[config.mk]
export PLATFORM = sky130hd
export DESIGN_NAME = switch_monitor_cmd
export DESIGN_NICKNAME = d
export VERILOG_FILES = /design/src/swmon_pkg.sv /design/src/link_sync.sv /design/src/switch_monitor_cmd.sv
export SDC_FILE = /design/constraint.sdc
export NUM_CORES = 1
export LEC_CHECK = 0
export ABC_AREA = 1
export CORE_MARGIN = 2
export CORE_UTILIZATION = 63
export CTS_BUF_LIST = sky130_fd_sc_hd__clkbuf_4 sky130_fd_sc_hd__clkbuf_8 sky130_fd_sc_hd__clkbuf_16
export CTS_CLUSTER_DIAMETER = 40
export DETAILED_ROUTE_END_ITERATION = 16
export DONT_BUFFER_PORTS = 1
export PLACE_DENSITY = 0.8
export SLEW_MARGIN = 20
export SYNTH_ARGS = -nofsm -noshare
export SYNTH_HDL_FRONTEND = slang
export SYNTH_SLANG_ARGS = --single-unit
[constraint.sdc]
create_clock -name sys_clk -period 3.3 [get_ports sys_clk]
set_input_delay 0.66 -clock sys_clk [delete_from_list [all_inputs] [get_ports sys_clk]]
set_output_delay 0.66 -clock sys_clk [all_outputs]
set_load 0.005 [all_outputs]
[src/swmon_pkg.sv]
// Purpose: Shared constants for the switch monitor command decoder
// Assumes: 10 MHz system clock, 32-bit frames, MSB first
// Notes:   Times are kept in their own unit; cycle counts derive from them
package swmon_pkg;

  // Clock
  localparam int CLK_PERIOD_NS = 100;

  // Frame layout
  localparam int FRAME_BITS    = 32;
  localparam int ADDR_MSB      = 31;
  localparam int ADDR_LSB      = 25;
  localparam int WRITE_BIT     = 24;
  localparam int DATA_BITS     = 24;
  localparam int FAULT_BIT     = 23;
  localparam int FLAG_BIT      = 22;
  localparam int SWITCH_BITS   = 22;
  localparam int CODE_LSB      = 24;

  // Register addresses
  localparam logic [6:0] ADDR_IRQ_REQ   = 7'h23;
  localparam logic [6:0] ADDR_SOFT_RST  = 7'h24;

  // Return codes
  localparam logic [7:0] CODE_IRQ_REQ   = 8'h47;
  localparam logic [7:0] CODE_SOFT_RST  = 8'h3e;
  localparam logic [7:0] CODE_IDLE      = 8'h00;

  // Timing
  localparam int IRQ_PULSE_US    = 100;
  localparam int IRQ_PULSE_CYC   = (IRQ_PULSE_US * 1000) / CLK_PERIOD_NS;
  localparam int RELEASE_US      = 1000;
  localparam int RELEASE_CYC     = (RELEASE_US * 1000) / CLK_PERIOD_NS;
  localparam int TIMER_W         = 16;

  // Pending response selector
  typedef enum logic [1:0] {RESP_IDLE, RESP_IRQ, RESP_RST} resp_t;

endpackage
[src/link_sync.sv]
// Purpose: Three-stage synchroniser with agreement filter for pin inputs
// Assumes: Inputs are asynchronous to sys_clk
// Notes:   Output changes only when stages two and three agree
`timescale 1ns/1ns
module link_sync #(
  parameter int WIDTH = 1,
  parameter logic [WIDTH-1:0] INIT = '0
)(
  // Clock and reset
  input  wire logic             sys_clk,
  input  wire logic             reset,
  // Pins
  input  wire logic [WIDTH-1:0] pin_in,
  // Filtered level
  output logic      [WIDTH-1:0] level_r
);

  logic [WIDTH-1:0] s1_r;
  logic [WIDTH-1:0] s2_r;
  logic [WIDTH-1:0] s3_r;

  always_ff @(posedge sys_clk)
  begin
    if (reset)
    begin
      s1_r <= INIT;
      s2_r <= INIT;
      s3_r <= INIT;
    end
    else
    begin
      s1_r <= pin_in;
      s2_r <= s1_r;
      s3_r <= s2_r;
    end
  end

  // Per-bit agreement so one noisy pin cannot hold the others back
  for (genvar i = 0; i < WIDTH; i++)
  begin : g_bit
    always_ff @(posedge sys_clk)
    begin
      if (reset)
        level_r[i] <= INIT[i];
      else if (s2_r[i] == s3_r[i])
        level_r[i] <= s3_r[i];
    end
  end

endmodule

[src/switch_monitor_cmd.sv]
// Purpose: Serial command decoder for interrupt request and soft reset
// Assumes: Mode 0 link, MSB first; fault and switch inputs on sys_clk
// Notes:   Answer to a command is shifted out during the next frame
//
// Behaviour
// - Interrupt request command pulses the active-low interrupt output 100 us.
// - Interrupt request frame is address 0x23, write bit set, zero data.
// - Interrupt request answer echoes code, fault bit, change flag, zeros.
// - Interrupt request command never sets the change-event flag itself.
// - Soft reset frame (0x23+1, write, zero data) restores programmable registers.
// - Soft reset answer carries code 0x3e, fault, change flag, switch status.
// - Frame opens with chip select falling; exactly 32 clocks shift a word.
// - Flag clears once returned; a persisting fault raises no new event.
// - Interrupt output released 1.0 ms after select falls, held if fault.
`timescale 1ns/1ns
module switch_monitor_cmd #(
  parameter int RELEASE_CYC = swmon_pkg::RELEASE_CYC
)(
  // Clock and reset
  input  wire logic        sys_clk,
  input  wire logic        reset,
  // Serial link pins
  input  wire logic        sclk,
  input  wire logic        cs_n,
  input  wire logic        mosi,
  output logic             miso_r,
  output logic             miso_oe_r,
  // Device status
  input  wire logic        fault_status,
  input  wire logic        change_event,
  input  wire logic [21:0] switch_status,
  // Device controls
  output logic             int_n_r,
  output logic             soft_reset_r,
  output logic             change_flag_r
);

  // Release count must fit the timer
  if (RELEASE_CYC < 1 || RELEASE_CYC >= (1 << swmon_pkg::TIMER_W))
  begin : g_bad_release
    $error("RELEASE_CYC out of timer range");
  end

  ////////////////////////////////////////////////////////////////////////////
  // Pin synchronisers and edges

  logic [2:0] pins_lvl;
  logic       sclk_q_r;
  logic       cs_q_r;

  link_sync #(
    .WIDTH (3),
    .INIT  (3'h2)
  ) u_sync (
    .sys_clk (sys_clk),
    .reset   (reset),
    .pin_in  ({mosi, cs_n, sclk}),
    .level_r (pins_lvl)
  );

  always_ff @(posedge sys_clk)
  begin
    if (reset)
    begin
      sclk_q_r <= 1'b0;
      cs_q_r   <= 1'b1;
    end
    else
    begin
      sclk_q_r <= pins_lvl[0];
      cs_q_r   <= pins_lvl[1];
    end
  end

  logic sclk_rise;
  logic sclk_fall;
  logic cs_fall;
  logic cs_rise;
  logic in_frame;

  assign sclk_rise = pins_lvl[0] & ~sclk_q_r;
  assign sclk_fall = ~pins_lvl[0] & sclk_q_r;
  assign cs_fall   = ~pins_lvl[1] & cs_q_r;
  assign cs_rise   = pins_lvl[1] & ~cs_q_r;
  assign in_frame  = ~cs_q_r;

  ////////////////////////////////////////////////////////////////////////////
  // Receive shifter and bit counter

  logic [31:0] rx_r;
  logic [5:0]  bits_r;

  always_ff @(posedge sys_clk)
  begin
    if (reset)
    begin
      rx_r   <= 32'h0000_0000;
      bits_r <= 6'h00;
    end
    else if (cs_fall)
      bits_r <= 6'h00;
    else if (in_frame && sclk_rise)
    begin
      rx_r <= {rx_r[30:0], pins_lvl[2]};
      if (bits_r != 6'h3f)
        bits_r <= bits_r + 6'h01;
    end
  end

  // Frame counts only with exactly 32 clocks, judged when select rises
  logic frame_ok;
  logic is_irq;
  logic is_rst;

  assign frame_ok = cs_rise && bits_r == 6'(swmon_pkg::FRAME_BITS);

  function automatic logic cmd_match(input logic [31:0] w,
                                     input logic [6:0]  addr);
    cmd_match = w[swmon_pkg::ADDR_MSB:swmon_pkg::ADDR_LSB] == addr
             && w[swmon_pkg::WRITE_BIT]
             && w[swmon_pkg::DATA_BITS-1:0] == 24'h00_0000;
  endfunction

  assign is_irq = frame_ok && cmd_match(rx_r, swmon_pkg::ADDR_IRQ_REQ);
  assign is_rst = frame_ok && cmd_match(rx_r, swmon_pkg::ADDR_SOFT_RST);

  ////////////////////////////////////////////////////////////////////////////
  // Pending answer for the next frame

  swmon_pkg::resp_t resp_r;

  always_ff @(posedge sys_clk)
  begin
    if (reset)
      resp_r <= swmon_pkg::RESP_IDLE;
    else if (is_irq)
      resp_r <= swmon_pkg::RESP_IRQ;
    else if (is_rst)
      resp_r <= swmon_pkg::RESP_RST;
    else if (frame_ok)
      resp_r <= swmon_pkg::RESP_IDLE;
  end

  // Soft reset strobe for the programmable register bank
  always_ff @(posedge sys_clk)
  begin
    if (reset)
      soft_reset_r <= 1'b0;
    else
      soft_reset_r <= is_rst;
  end

  ////////////////////////////////////////////////////////////////////////////
  // Change-event flag

  logic fault_q_r;
  logic flag_sent_r;
  logic fault_rise;

  assign fault_rise = fault_status & ~fault_q_r;

  always_ff @(posedge sys_clk)
  begin
    if (reset)
      fault_q_r <= 1'b0;
    else
      fault_q_r <= fault_status;
  end

  // Only real events set it; the set wins over a same-cycle clear
  always_ff @(posedge sys_clk)
  begin
    if (reset)
      change_flag_r <= 1'b0;
    else if (change_event || fault_rise)
      change_flag_r <= 1'b1;
    else if (frame_ok && flag_sent_r)
      change_flag_r <= 1'b0;
  end

  ////////////////////////////////////////////////////////////////////////////
  // Transmit shifter

  logic [31:0] tx_r;
  logic [31:0] tx_load;

  always_comb
  begin
    tx_load = 32'h0000_0000;
    unique case (resp_r)
      swmon_pkg::RESP_IRQ:
        tx_load[31:swmon_pkg::CODE_LSB] = swmon_pkg::CODE_IRQ_REQ;
      swmon_pkg::RESP_RST:
      begin
        tx_load[31:swmon_pkg::CODE_LSB] = swmon_pkg::CODE_SOFT_RST;
        tx_load[swmon_pkg::SWITCH_BITS-1:0] = switch_status;
      end
      swmon_pkg::RESP_IDLE:
        tx_load[31:swmon_pkg::CODE_LSB] = swmon_pkg::CODE_IDLE;
      default:
        tx_load[31:swmon_pkg::CODE_LSB] = swmon_pkg::CODE_IDLE;
    endcase
    tx_load[swmon_pkg::FAULT_BIT] = fault_status;
    tx_load[swmon_pkg::FLAG_BIT]  = change_flag_r;
  end

  always_ff @(posedge sys_clk)
  begin
    if (reset)
    begin
      tx_r        <= 32'h0000_0000;
      flag_sent_r <= 1'b0;
    end
    else if (cs_fall)
    begin
      tx_r        <= tx_load;
      flag_sent_r <= change_flag_r;
    end
    else if (in_frame && sclk_fall)
      tx_r <= {tx_r[30:0], 1'b0};
  end

  always_ff @(posedge sys_clk)
  begin
    if (reset)
    begin
      miso_r    <= 1'b0;
      miso_oe_r <= 1'b0;
    end
    else
    begin
      miso_r    <= cs_fall ? tx_load[31] : tx_r[31];
      miso_oe_r <= ~pins_lvl[1];
    end
  end

  ////////////////////////////////////////////////////////////////////////////
  // Interrupt output

  logic [swmon_pkg::TIMER_W-1:0] pulse_cnt_r;
  logic [swmon_pkg::TIMER_W-1:0] rel_cnt_r;
  logic                          event_hold_r;
  logic                          rel_done;

  // Pulse length fixed; a second request reloads the count and restarts it
  always_ff @(posedge sys_clk)
  begin
    if (reset)
      pulse_cnt_r <= '0;
    else if (is_irq)
      pulse_cnt_r <= swmon_pkg::TIMER_W'(swmon_pkg::IRQ_PULSE_CYC);
    else if (pulse_cnt_r != '0)
      pulse_cnt_r <= pulse_cnt_r - swmon_pkg::TIMER_W'(1);
  end

  assign rel_done = rel_cnt_r == swmon_pkg::TIMER_W'(1);

  always_ff @(posedge sys_clk)
  begin
    if (reset)
      rel_cnt_r <= '0;
    else if (cs_fall)
      rel_cnt_r <= swmon_pkg::TIMER_W'(RELEASE_CYC);
    else if (rel_cnt_r != '0)
      rel_cnt_r <= rel_cnt_r - swmon_pkg::TIMER_W'(1);
  end

  // A new event wins over a same-cycle timed release
  always_ff @(posedge sys_clk)
  begin
    if (reset)
      event_hold_r <= 1'b0;
    else if (change_event || fault_rise)
      event_hold_r <= 1'b1;
    else if (rel_done)
      event_hold_r <= fault_status;
  end

  always_ff @(posedge sys_clk)
  begin
    if (reset)
      int_n_r <= 1'b1;
    else
      int_n_r <= ~(event_hold_r || pulse_cnt_r != '0);
  end

endmodule

[After elaboration in Yosys (flattened, before gate mapping)]
Cells that the tools add are included.
Operators by class
  div/mod/pow operators: 0
  add/subtract/negate cells: 3
  eq/ne operators: 10
  shifts and indexed selects: 0
  multiply operators: 0
  reductions and logical operators: 26
  bitwise operators: 12
  magnitude comparators: 0
  multiplexer cells: 16
Operators with widths (number)
  two-way mux 32 bit: 2
  nonzero test 16 bit: 2
  subtractor 16 x 1 -> 16 bit (second input constant): 2
  two-way mux 14 bit: 2
  logical NOT 24 bit: 1
  two-way mux 22 bit: 1
  two-way mux 10 bit: 2
  equality test 16 x 1 -> 1 bit (second input constant): 1
  equality test 7 x 6 -> 1 bit (second input constant): 2
  one-hot mux 7 bit (2 select lines): 1
  nonzero test 2 bit: 6
  logical AND 1 bit: 10
  NOT 1 bit: 7
  adder 6 x 1 -> 6 bit (second input constant): 1
  equality test 6 bit (second input constant): 1
  two-way mux 1 bit: 6
  inequality test 6 bit (second input constant): 1
  AND 1 bit: 5
  two-way mux 2 bit: 2
  AND reduction 2 bit: 2
  OR reduction 2 bit: 2
  equality test 1 bit: 3
  nonzero test 3 bit: 1
  equality test 2 x 1 -> 1 bit (second input constant): 1
  other kinds (2): 3
Word-level totals
  memories: 0
  output and inout bits: 5
  logic and storage cells: 92
  ROM bits: 0
  RAM bits: 0
  latch bits: 0
  register bits: 126

[Longest topological paths before layout]
  depth in word-level cells: 6
  mapped depth: 10

[Cells and area by module]
A second synthesis with hierarchy kept.
Unflattened totals
  cell total of the unflattened synthesis: 762
  area total of the unflattened synthesis: 5576.6 sq um
By module, submodules not included
  switch_monitor_cmd: cells each 719, area an instance 5202.5 sq um, instances 1
  link_sync: cells each 43, area an instance 374.1 sq um, instances 1

[Worst setup path after synthesis]
Ideal clock, no wire load.
  path kind: input to register
  start: in reset
  end: reg rx_r[25]
  cell stages on the path: 5
  library setup time: 70 ps
  path buffers: 2
  data arrival time: 1361 ps
  path slack: 1869 ps
  required time: 3230 ps
  cells stage by stage: buf_2 -> inv_2 -> buf_1 -> o21ai_0 -> a21oi_1
RTL lines
  start: declaration: line switch_monitor_cmd.sv:21  | input wire logic reset,
  end signal: assignment: line switch_monitor_cmd.sv:104  | rx_r <= {rx_r[30:0], pins_lvl[2]};
  end: declaration: line switch_monitor_cmd.sv:90  | logic [31:0] rx_r;

[Worst setup path in the final report]
  start: reg u_sync.level_r[1]
  end: reg rel_cnt_r[2] in the netlist's numbering
On the way
  word-level cells in the longest chain between the ends: 3
RTL lines
  start: declaration: line link_sync.sv:15  | output logic [WIDTH-1:0] level_r
  start signal: indexed assignment: line link_sync.sv:44  | level_r[i] <= INIT[i];
  start signal: indexed assignment: line link_sync.sv:46  | level_r[i] <= s3_r[i];
  NOT 1 bit: line switch_monitor_cmd.sv:83  | assign cs_fall = ~pins_lvl[1] & cs_q_r;
  AND 1 bit: line switch_monitor_cmd.sv:83
  OR reduction 2 bit (no line)
  end signal: assignment: line switch_monitor_cmd.sv:263  | rel_cnt_r <= swmon_pkg::TIMER_W'(RELEASE_CYC);
  end signal: assignment: line switch_monitor_cmd.sv:265  | rel_cnt_r <= rel_cnt_r - swmon_pkg::TIMER_W'(1);
  end: declaration: line switch_monitor_cmd.sv:241  | logic [swmon_pkg::TIMER_W-1:0] rel_cnt_r;
Every way passes these cells.
A chain may end at the register's enable or synchronous reset.

==> out/summary.json <==
{
  "yosys": {
    "synth_area_leader_cell": "sky130_fd_sc_hd__dfxtp_1",
    "avgSynthCellArea_um2": 7.19,
    "syn-num-nets": 807,
    "yosys_warnings": 0,
    "synth.cell_area_um2": 5540,
    "synth-edff-count": 0,
    "synth.ff_latch_count": 126,
    "yosysUniqueCellTypes": 36,
    "commonest_register_cell_after_synthesis": "sky130_fd_sc_hd__dfxtp_1",
    "syn_inst": 770,
    "ys_top_cells_by_area": "sky130_fd_sc_hd__dfxtp_1 (46%), sky130_fd_sc_hd__nand2_1 (10%), sky130_fd_sc_hd__a21oi_1 (7.3%)",
    "ys_async_sr_fraction_pct": 0,
    "ys_seq_area_share_pct": 45.5,
    "synth_largest_type_area_fraction_pct": 45.5
  },
  "final_layout": {
    "antennaDiodeCount": 0,
    "final_cell_mix": "sky130_fd_sc_hd__nand2_1 (147), sky130_fd_sc_hd__dfxtp_1 (126), sky130_fd_sc_hd__nor2_1 (107)",
    "design.final.nets": 796,
    "finish.utilization_pct": 70.9,
    "mostFrequentLayoutCell": "sky130_fd_sc_hd__nand2_1",
    "area_added_between_synthesis_and_finish_pct": 10.5,
    "post_route_cells_drive_above_1_share_pct": 8.42
  },
  "run": {
    "cap_viol_max_count": 0
  },
  "grt": {
    "first_global_vias": 4682,
    "grt_max_degree": 55,
    "wire_length_of_the_first_global_routing_pass_um": 19700,
    "grt.overflow.total": 0,
    "antenna_violations_before_repair": 0,
    "grt_usage_pct": 25.0
  },
  "clock_network": {
    "clk_pin_slew_worst_paths_ps": 60,
    "cts.path.max_buffers": 2,
    "clock_tree_from_tritoncts": "built",
    "clkLatencyLatePin_ps": 520,
    "cts_root_buf": "sky130_fd_sc_hd__clkbuf_8",
    "post_cts.resized_instances": 0,
    "cts_max_level": 4,
    "ctsHoldBuffers": 0,
    "number_of_buffers_created_by_cts": 17,
    "clock_sink_count": 126,
    "cts_setup_buffers": 0
  },
  "route": {
    "routed-wl-met3_um": 558,
    "route.final.wire_length_um": 11400,
    "drc": 0,
    "ant_nets": 0,
    "wirelength_met1_um": 5200,
    "router_iterations_before_antenna_repair": 5,
    "initialDrtViolationCount": 296,
    "vias": 4821,
    "top_signal_layer_used": "met4",
    "met2RoutedLength_um": 5500,
    "drt-vias-per-instance": 5.48,
    "routed_wire_length_per_instance_um": 13.0
  },
  "sta": {
    "final_hold_viol_count": 0,
    "final.period_utilization_pct": 58.7,
    "setup-violations-final": 0,
    "period_needed_ps": 1940,
    "rsz0062_at_grt": "no",
    "worst-slew-pin-transition_ps": 822,
    "max_freq_ghz": 0.516,
    "finClkSkew_ps": 9.43,
    "totalNegativeSetupSlack_ps": 0,
    "slew-limit-headroom_pct": 45.2,
    "drv_slew": 0
  },
  "placement": {
    "hpwlAfterDp_um": 7250,
    "gp_congestion": 0.927,
    "port_buffers": 0
  },
  "critical_path": {
    "critical_path_required_ps": 3740,
    "critical_path_buf_inv_count": 4,
    "cpMaxStageDelayCell": "sky130_fd_sc_hd__dfxtp_1",
    "timing.critical_path.from": "u_sync.level_r[1]$_SDFFE_PP1N_",
    "type_of_the_setup_path_with_the_least_slack": "register to register",
    "critical_path.max_fanout": 38,
    "regToRegStartpoint": "u_sync.level_r[1]$_SDFFE_PP1N_",
    "slowest_delay_ps": 370,
    "reg2reg_depth": 7,
    "critPathCaptureType": "register",
    "crit_path_start_kind": "register",
    "cpLargestDelayFamily": "buffers and inverters",
    "reg2reg_to": "rel_cnt_r[2]$_SDFFE_PP0P_",
    "timing.critical_path.arrival_ps": 2380,
    "timing.reg2reg.setup_slack_ps": 1360,
    "critical_path.most_common_cell": "sky130_fd_sc_hd__inv_1",
    "crit_chain": "inv_1 -> nand2_1 -> buf_4 -> inv_2 -> nor2_4 -> inv_1 -> a211oi_1"
  },
  "outcome": {
    "outcome": "finished clean"
  },
  "floorplanning": {
    "fp-row-count": 34,
    "ios": 34,
    "die_w_um": 97.8,
    "initial_util_pct": 64.1,
    "chipHeight_um": 97.8,
    "die_area_um2": 9560,
    "core-area_um2": 8640
  },
  "hold_path": {
    "whs_endpoint": "u_sync.s1_r[2]$_SDFF_PP0_",
    "min_path_type": "input pin to register",
    "timing.hold.worst.start": "reset",
    "hold-path-cell-count": 1
  },
  "power": {
    "cellPowerDensity_nw_per_um2": 798,
    "ir_worst_vdd_uv": 431,
    "static-leakage-power_nw": 2.53
  }
}
how the worst max path moves through the flow:
stage | end | slack (ps) | depth (start not counted)
finish | rel_cnt_r[2]$_SDFFE_PP0P_ | 1360 | 7
global route | rel_cnt_r[2]$_SDFFE_PP0P_ | 1150 | 7
CTS | rel_cnt_r[2]$_SDFFE_PP0P_ | 1380 | 7
detailed placement | rel_cnt_r[2]$_SDFFE_PP0P_ | 1360 | 7
global placement | rel_cnt_r[2]$_SDFFE_PP0P_ | 1470 | 7
floorplan | rx_r[25]$_SDFFE_PP0P_ | 1870 | 5
power breakdown:
part           leakage (nW)  switching (mW)  total, mW  internal, mW
registers              1.02           0.115       1.78          1.67
clock network         0.282           0.709       1.84          1.13
logic                  1.22           0.810       1.26         0.453
total                  2.53            1.63       4.88          3.25
through the flow:
stage	area, um2	power [mW]	worst slack (ps)	cells	hold WS [ps]
after floorplan	5540	2.85	1870	770	388
after global routing	6120	5.19	1150	880	183
after global placement	5530	3.01	1470	848	389
after CTS	6120	4.90	1380	880	187
after detailed placement	5530	3.05	1360	848	398
final	6120	4.88	1360	880	201
cells in the mapped netlist, drive strengths merged (8+ instances only):
cell type and number:
nand2 152, dfxtp 126, nor2 117, a21oi 81
inv 81, o21ai 74, nand3 52, buf 19
clkbuf 14, ha 8, xor2 8
registers in the layout (all words and copies together), names as in the netlist, 2 cells and up:
| name | count |
|---|---|
| u_sync.s1_r | 3 |
| u_sync.s2_r | 3 |
| bits_r | 6 |
| tx_r | 32 |
| pulse_cnt_r | 16 |
| resp_r | 2 |
| rel_cnt_r | 16 |
| u_sync.s3_r | 3 |
| u_sync.level_r | 3 |
| rx_r | 32 |
metal layers:
metal,up-vias,GRT usage (%)
li1,2474,-
met1,2209,30.4
met2,122,43.5
met3,16,5.51
met4,0,9.62
met5,-,0
logic make-up after synthesis:
kind of cell,Yosys count,share of synthesized area [%]
AND/OR/NAND/NOR,338,25.8
AO/OA/AOI/OAI,172,16.4
flip-flops,126,45.5
buffers and inverters,114,8.56
XOR/XNOR,12,1.90
adder cells (fa/ha/maj),8,1.81
layout make-up:
class                      count  area (um2)
multi-input combinational    530        2540
sequential                   126        2520
fill                         678        2520
clock buffer                  19         442
inverter                      81         304
clock inverter                13         153
tap                          108         135
timing repair buffer           3        22.5
Power figures use the tool's default switching activity.
